File: src/hdl/bcs_pkg.sv
// Constants for the bit counted serial shifter
package bcs_pkg;
	localparam logic [7:0] BCS_DATA_ADDR = 8'hdd;
	localparam logic [7:0] BCS_IDIS_ADDR = 8'hc2;
	localparam logic [7:0] BCS_DATA_RESET = 8'h00;
	localparam logic [3:0] BCS_CNT_RESET = 4'h0;
	localparam logic [3:0] BCS_CNT_TERM = 4'h8;
	localparam int BCS_MSB = 7;
endpackage

File: src/hdl/bcs_shifter.sv
// Bit counted serial shifter with eight pulse interrupt
//
// Behaviour
// - Eight bit shift register and four bit pulse counter.
// - Shifts most significant bit first, in from serial input, out to serial output.
// - Register and counter advance on each falling shift clock edge up to the eighth, except in a cycle with a data write.
// - After eight pulses terminal output goes low and gates clocking off.
// - Interrupt on eighth falling edge unless a write reset the counter first.
// - After reset the interrupt stays disabled until re-armed.
// - Data write arms interrupt; disable register write disarms it.
// - Interrupt request is a high to low transition.
// - Reset or data write clears counter and re-enables clocking.
// - No start condition detection; edges are accepted directly.
// - Any write to disable register address disarms; value ignored.
// - Data register at own address, read write, re-arms on write.
// - Open drain select connects shift output to pin regardless of use.
`timescale 1ns/10ps
`default_nettype none
module bcs_shifter
	import bcs_pkg::*;
(
	input wire logic clk,
	input wire logic rst_b,
	input wire logic [7:0] cpu_addr,
	input wire logic [7:0] cpu_wdata,
	input wire logic cpu_wr,
	input wire logic cpu_rd,
	output logic [7:0] cpu_rdata,
	input wire logic sclk_in,
	input wire logic sin_in,
	input wire logic sout_open_drain,
	output logic sout_out,
	output logic sout_oe,
	output logic irq_b,
	output logic counter_terminal_out
);
	// ==================================================
	// Pin synchronisers
	logic [1:0] sclk_sync_reg;
	logic [1:0] sin_sync_reg;
	logic sclk_prev_reg;
	always_ff @(posedge clk or negedge rst_b) begin
		if (!rst_b) begin
			sclk_sync_reg <= 2'h3;
			sin_sync_reg <= 2'h3;
			sclk_prev_reg <= 1'b1;
		end else begin
			sclk_sync_reg <= {sclk_sync_reg[0], sclk_in};
			sin_sync_reg <= {sin_sync_reg[0], sin_in};
			sclk_prev_reg <= sclk_sync_reg[1];
		end
	end

	// ==================================================
	// Address decode helper
	// One compare shared by the write and read decodes keeps them in step
	function automatic logic bcs_addr_hit(input logic [7:0] addr, input logic [7:0] reg_addr);
		return addr == reg_addr;
	endfunction

	// ==================================================
	// Decode and shift datapath
	logic [7:0] data_shift_register;
	logic [3:0] count_reg;
	logic arm_reg;
	logic irq_b_reg;
	wire sclk_fall = sclk_prev_reg & ~sclk_sync_reg[1];
	// The edge detector costs three cycles of latency, so the pin phases need two or more
	wire data_wr = cpu_wr & bcs_addr_hit(cpu_addr, BCS_DATA_ADDR);
	// Value on the data bus is not used here
	wire idis_wr = cpu_wr & bcs_addr_hit(cpu_addr, BCS_IDIS_ADDR);
	assign counter_terminal_out = (count_reg != BCS_CNT_TERM);
	wire shift_en = sclk_fall & counter_terminal_out & ~data_wr;
	wire last_edge = shift_en & (count_reg == BCS_CNT_TERM - 4'h1);
	// msb first, sample on same edge
	wire [7:0] shift_next = {data_shift_register[BCS_MSB-1:0], sin_sync_reg[1]};

	always_ff @(posedge clk or negedge rst_b) begin
		if (!rst_b) begin
			data_shift_register <= BCS_DATA_RESET;
			count_reg <= BCS_CNT_RESET;
		end else if (data_wr) begin
			data_shift_register <= cpu_wdata;
			count_reg <= BCS_CNT_RESET;
		end else if (shift_en) begin
			data_shift_register <= shift_next;
			count_reg <= count_reg + 4'h1;
		end
	end

	// ==================================================
	// Interrupt arming and request
	// A write beats a shift edge in the same cycle, so no half byte is counted
	// arm and disarm
	// falling interrupt, held low until write
	always_ff @(posedge clk or negedge rst_b) begin
		if (!rst_b) begin
			arm_reg <= 1'b0;
			irq_b_reg <= 1'b1;
		end else begin
			if (data_wr) begin
				arm_reg <= 1'b1;
			end else if (idis_wr) begin
				arm_reg <= 1'b0;
			end
			if (data_wr | idis_wr) begin
				irq_b_reg <= 1'b1;
			end else if (last_edge & arm_reg) begin
				irq_b_reg <= 1'b0;
			end
		end
	end
	assign irq_b = irq_b_reg;

	// ==================================================
	// Pin outputs and read path
	// The pin is only ever pulled low; a high level comes from the external pull-up
	// open drain output path, drives only a low
	assign sout_out = 1'b0;
	assign sout_oe = sout_open_drain & ~data_shift_register[BCS_MSB];
	// Read path for the data register; disable register reads zero
	assign cpu_rdata = (cpu_rd & bcs_addr_hit(cpu_addr, BCS_DATA_ADDR)) ? data_shift_register : 8'h00;

	// ==================================================
	// Checks
	AST_STOP_HOLDS: assert property (@(posedge clk) disable iff (!rst_b)
		(!counter_terminal_out && !data_wr) |=> $stable(data_shift_register))
		else $error("Register changed while counter stopped");
	AST_EIGHT_STOP: assert property (@(posedge clk) disable iff (!rst_b)
		last_edge |=> !counter_terminal_out)
		else $error("Counter did not stop after eight edges");
	AST_WR_CLEARS: assert property (@(posedge clk) disable iff (!rst_b)
		data_wr |=> (count_reg == 4'h0) && (data_shift_register == $past(cpu_wdata)))
		else $error("Write did not reload register and counter");
	AST_IRQ_FALL: assert property (@(posedge clk) disable iff (!rst_b)
		(last_edge && arm_reg && !idis_wr) |=> !irq_b)
		else $error("Interrupt missing on eighth edge");
	AST_DISARM: assert property (@(posedge clk) disable iff (!rst_b)
		idis_wr && !data_wr |=> !arm_reg && irq_b)
		else $error("Disable write did not disarm");
	AST_NO_IRQ_UNARMED: assert property (@(posedge clk) disable iff (!rst_b)
		(!arm_reg && irq_b) |=> irq_b)
		else $error("Interrupt while disarmed");
	AST_MSB_FIRST: assert property (@(posedge clk) disable iff (!rst_b)
		shift_en |=> data_shift_register[BCS_MSB:1] == $past(data_shift_register[6:0]))
		else $error("Shift direction wrong");
	AST_SAMPLE_IN: assert property (@(posedge clk) disable iff (!rst_b)
		shift_en |=> data_shift_register[0] == $past(sin_sync_reg[1]))
		else $error("Input bit not sampled on edge");
	AST_ARM_ON_WRITE: assert property (@(posedge clk) disable iff (!rst_b)
		data_wr |=> arm_reg && irq_b)
		else $error("Write did not arm interrupt");

	AST_IRQ_HOLDS: assert property (@(posedge clk) disable iff (!rst_b)
		(!irq_b && !data_wr && !idis_wr) |=> !irq_b)
		else $error("Interrupt request released without a write");
	AST_IRQ_EDGE: assert property (@(posedge clk) disable iff (!rst_b)
		$fell(irq_b) |-> $past(last_edge) && $past(arm_reg))
		else $error("Interrupt fell without a completed byte");
	AST_COUNT_STEP: assert property (@(posedge clk) disable iff (!rst_b)
		shift_en |=> count_reg == $past(count_reg) + 4'h1)
		else $error("Counter did not advance on edge");
	AST_HOLD_NO_EDGE: assert property (@(posedge clk) disable iff (!rst_b)
		(!sclk_fall && !data_wr) |=> $stable(count_reg))
		else $error("Counter moved without an edge");
	AST_NO_SECOND_IRQ: assert property (@(posedge clk) disable iff (!rst_b)
		(!counter_terminal_out && !data_wr && !idis_wr) |=> $stable(irq_b))
		else $error("Interrupt changed while counter stopped");
	AST_TERM_AFTER_WR: assert property (@(posedge clk) disable iff (!rst_b)
		data_wr |=> counter_terminal_out)
		else $error("Write did not re-enable clocking");

	// Scenarios worth seeing
	COV_BYTE: cover property (@(posedge clk) disable iff (!rst_b) last_edge && arm_reg);
	COV_REWRITE: cover property (@(posedge clk) disable iff (!rst_b) data_wr && count_reg == 4'h4);
	COV_DISARM: cover property (@(posedge clk) disable iff (!rst_b) idis_wr && arm_reg);
	COV_QUIET_BYTE: cover property (@(posedge clk) disable iff (!rst_b) last_edge && !arm_reg);
	COV_EXTRA_EDGE: cover property (@(posedge clk) disable iff (!rst_b)
		sclk_fall && !counter_terminal_out);
endmodule
`default_nettype wire

File: config.mk
export PLATFORM = sky130hd
export DESIGN_NAME = bcs_shifter
export DESIGN_NICKNAME = d
export VERILOG_FILES = /design/src/hdl/bcs_pkg.sv /design/src/hdl/bcs_shifter.sv
export SDC_FILE = /design/constraint.sdc
export NUM_CORES = 1
export LEC_CHECK = 0
export ABC_CLOCK_PERIOD_IN_PS = 1300
export BUFFER_PORTS_ARGS = -buffer_cell sky130_fd_sc_hd__buf_2
export CAP_MARGIN = 20
export CORE_UTILIZATION = 44
export CTS_CLUSTER_SIZE = 8
export DETAILED_ROUTE_END_ITERATION = 10
export PLACE_DENSITY = 0.82
export REMOVE_ABC_BUFFERS = 1
export SETUP_SLACK_MARGIN = 0.4
export SYNTH_ARGS = -nofsm -noshare
export SYNTH_HDL_FRONTEND = slang
export SYNTH_SLANG_ARGS = --single-unit
File: constraint.sdc
create_clock -name clk -period 1.3 [get_ports clk]
set_input_delay 0.26 -clock clk [delete_from_list [all_inputs] [get_ports clk]]
set_output_delay 0.26 -clock clk [all_outputs]
set_load 0.02 [all_outputs]
==> results.txt <==
The flow ran to the end, but the final reports show violations. The checks that failed: negative setup slack. The post-route worst setup slack is -256 ps. Clock latency on the worst-skew pair, taken at its later pin, is approximately 300 ps. The worst hold path belongs to the class input port to register. The cell row count came out at 17.

Across the run, the number of max-cap violations was 0. The data arrival time of the critical path came out at approximately 1300 ps. In the synthesized netlist the dominant register cell turns out to be sky130_fd_sc_hd__dfrtp_1. The die area came out at approximately 2500 µm². In this run, distinct cell masters in the synthesized netlist total 30. Detailed placement ended at an HPWL of approximately 1800 µm. The die is between 40 and 50 µm wide. The via count of the first global-routing pass came out at 1102. The overall power is 0.00247 W. The worst slack at placement came out at -124 ps. The final count of negative-setup-slack endpoints came out at 20. The area of combinational cells with multiple inputs is about 580 µm². The routed via count divided by cell count came out at 5.72.

For this run, the number of Yosys warnings is 0. The number of nets still failing antenna checks after routing is 0. The proportion of synthesized flip-flops having asynchronous set or reset is 100%.

The number of synthesized register bits is 19. The power per unit of standard cell area came out at roughly 1500 nW/µm². The detailed router placed about 1100 vias in this run.

The detailed-router iteration count before antenna repair is 4. The wire length of the first global-routing pass is slightly below 5000 µm. The total detailed-routing wirelength came out at between 3000 and 4000 µm. After synthesis, flip-flops and latches occupy between 40 and 50% of the total area. The average wire per standard cell is around 16 µm. The register-to-register setup slack is -150 ps. The post-synthesis area per instance came out at around 9.6 µm².

The share of layout cells above drive strength 1 is 64.5%. The maximum VDD drop came out at 1120 µV. The root buffer selected by CTS is sky130_fd_sc_hd__clkbuf_4. The finished layout cell area is roughly 1700 µm². The highest attainable clock frequency is around 0.64 GHz. The final-stage net count came out at 192. The area used by sequential logic in the layout is 483 µm². Setup repair after global routing could not meet its margin everywhere. TritonCTS built the clock tree.

The H-tree depth reported by CTS is 1. The die is about 50 µm tall. Counting every sink on the clock net gives 19. STA classifies the critical path endpoint as a primary output.

The initial antenna violation count was 0. Summing all placed instances gives a cell area of around 1300 µm². Entering global routing, the biggest net connects 20 pins. The final number of hold-violating endpoints came to 0. The number of standard cells in the final layout excluding fillers came out at slightly below 200.

For this design the static power due to leakage is about 0.74 nW. Counting along the longest clock path gives a buffer depth of 2. Buffers placed on the I/O ports in this run total 33. After filler insertion, the fill cell instance count of the layout stands at 140. The clock transition at the registers of the reported paths came out at 100 ps.

The worst setup path is launched from a register. The first routing iteration left 31 violations. Global routing finished with a remaining overflow of 0. The overall global routing resource usage came out at between 20% and 30%.

For the final database, setup skew stands at between 6 and 7 ps. The layout-stage area growth over the synthesis result is 64.9%. In this run the standard cell core region covers roughly 2200 µm². The top-level I/O count is 35. The area of the mapped netlist came out at 1010 µm². After layout, the minimum clock period comes to approximately 1600 ps. The max-slew violation count came to 0. The worst setup path is of the register to primary output kind.

For this configuration, the core starts out at a cell density of between 40% and 50%. In the finished design, the share of the clock period the worst path needs comes to 120%. The required arrival time at the worst endpoint is 1040 ps.

The number of flip-flops in the largest register came out at 8. The final estimated routing congestion in global placement came out at around 0.83. Buffers inserted during clock tree synthesis total 3. The maximum fanout count along the critical path came out at 2. In this run, placement finished with an instance count of approximately 170. The repair_antennas step left the layout with diodes totalling 0. In the routed design, unresolved DRC markers number 0.

The number of synthesized flops with an enable pin came out at 0. Counting every instance in the synthesized netlist gives approximately 110.
## worst max-delay path, cell delays in order (launching register included)
cell	delay (ps)
sky130_fd_sc_hd__dfrtp_1	390
sky130_fd_sc_hd__inv_2	60
sky130_fd_sc_hd__ha_4	150
sky130_fd_sc_hd__and3b_2	210
sky130_fd_sc_hd__inv_2	70
sky130_fd_sc_hd__buf_6	110
## cell type report
cell class                 count  share of cell area [%]
multi-input combinational     74                    34.6
timing repair buffer          64                    31.7
sequential                    19                    28.9
tap                           28                    2.10
clock buffer                   4                    1.57
inverter                       5                    1.12
## routing by layer
layer  up-vias  share of wire, %  track usage (%)
met5         -                 0                0
met4         0               3.1             12.9
met3        11               5.4             4.63
met2        53                54             43.3
met1       532                38             31.6
li1        513                 -                -
## timing repair
item,4_1_cts,5_1_grt
endpoints found under the hold margin,13,0
gates resized for setup,57,15
pin swaps,22,11
hold buffers,1,0
cloned,1,0
setup buffers,11,3
endpoints found under the setup margin,25,24
## report_power, final
group          switching [W]  total (W)  internal (W)
registers           0.000173   0.000971      0.000798
clock network       0.000188   0.000308      0.000120
logic               0.000504    0.00119      0.000689
## per-stage QoR
stage	hold WS, ps	TNS (ps)	utilization [%]
2_1_floorplan	-35.6	-3140	-
3_3_place_gp	211	-1230	58.2
3_5_place_dp	217	-1660	58.2
4_1_cts	45.4	-1950	72.5
5_1_grt	24.8	-3560	76.3
6_report	46.2	-2190	76.3
## kinds of logic (layout without fill, tap and decap cells)
kind of cell / count (synthesis) / after routing / synth area share, %
simple gates: 43 / 44 / 26.0
compound gates: 26 / 26 / 14.3
flops: 19 / 19 / 47.7
buf+inv: 14 / 73 / 7.65
fa+ha+maj: 2 / 2 / 2.47
other cells: 1 / 1 / 0.370
mux: 1 / 1 / 1.48
## synthesized netlist by cell type, types with 2 or more instances
cell | instances | share of area [%]
sky130_fd_sc_hd__and2_1 | 8 | 4.9
sky130_fd_sc_hd__nor2b_1 | 2 | 1.2
sky130_fd_sc_hd__dfrtp_1 | 13 | 32
sky130_fd_sc_hd__clkbuf_1 | 5 | 1.9
sky130_fd_sc_hd__or3_1 | 2 | 1.2
sky130_fd_sc_hd__ha_1 | 2 | 2.5
sky130_fd_sc_hd__o21ai_1 | 7 | 3.5
sky130_fd_sc_hd__nor4_1 | 8 | 4.9
sky130_fd_sc_hd__dfstp_2 | 6 | 16
sky130_fd_sc_hd__a21oi_1 | 3 | 1.5
sky130_fd_sc_hd__nand3_1 | 11 | 5.4
sky130_fd_sc_hd__inv_1 | 4 | 1.5
sky130_fd_sc_hd__a31oi_1 | 9 | 5.6
sky130_fd_sc_hd__clkbuf_8 | 2 | 2.7
sky130_fd_sc_hd__o21ai_0 | 6 | 3.0
sky130_fd_sc_hd__nor3_1 | 4 | 2.0
## cells in the final DEF (no fill, tap or decap), drive strengths merged
cell,count
dfstp,6
dfrtp,13
or3,3
mux2,1
nor2b,2
and3b,1
or4,1
ha,2
nand2,1
nand2b,1
clkbuf,4
dlygate4sd3,1
inv,5
and2,8
nand4,1
nor4,8
nor2,1
o41ai,1
nand3,11
buf,63
a21oi,3
nand4b,2
a31oi,9
o21ai,13
nor3,4
conb,1
## path summary, 6_finish.rpt
path / startpoint / endpoint / depth (start not counted)
setup / recovery: count_reg[0] / counter_terminal_out / 5
hold reg to reg: sin_sync_reg[0] / sin_sync_reg[1] / 0
setup reg to reg: count_reg[0] / data_shift_register[3] / 8
min in group asynchronous: rst_b / data_shift_register[1] / 2
max in group asynchronous: rst_b / irq_b / 2
hold / removal: sclk_in / sclk_sync_reg[0] / 1
Note: power is estimated with default switching activity, not from simulation.
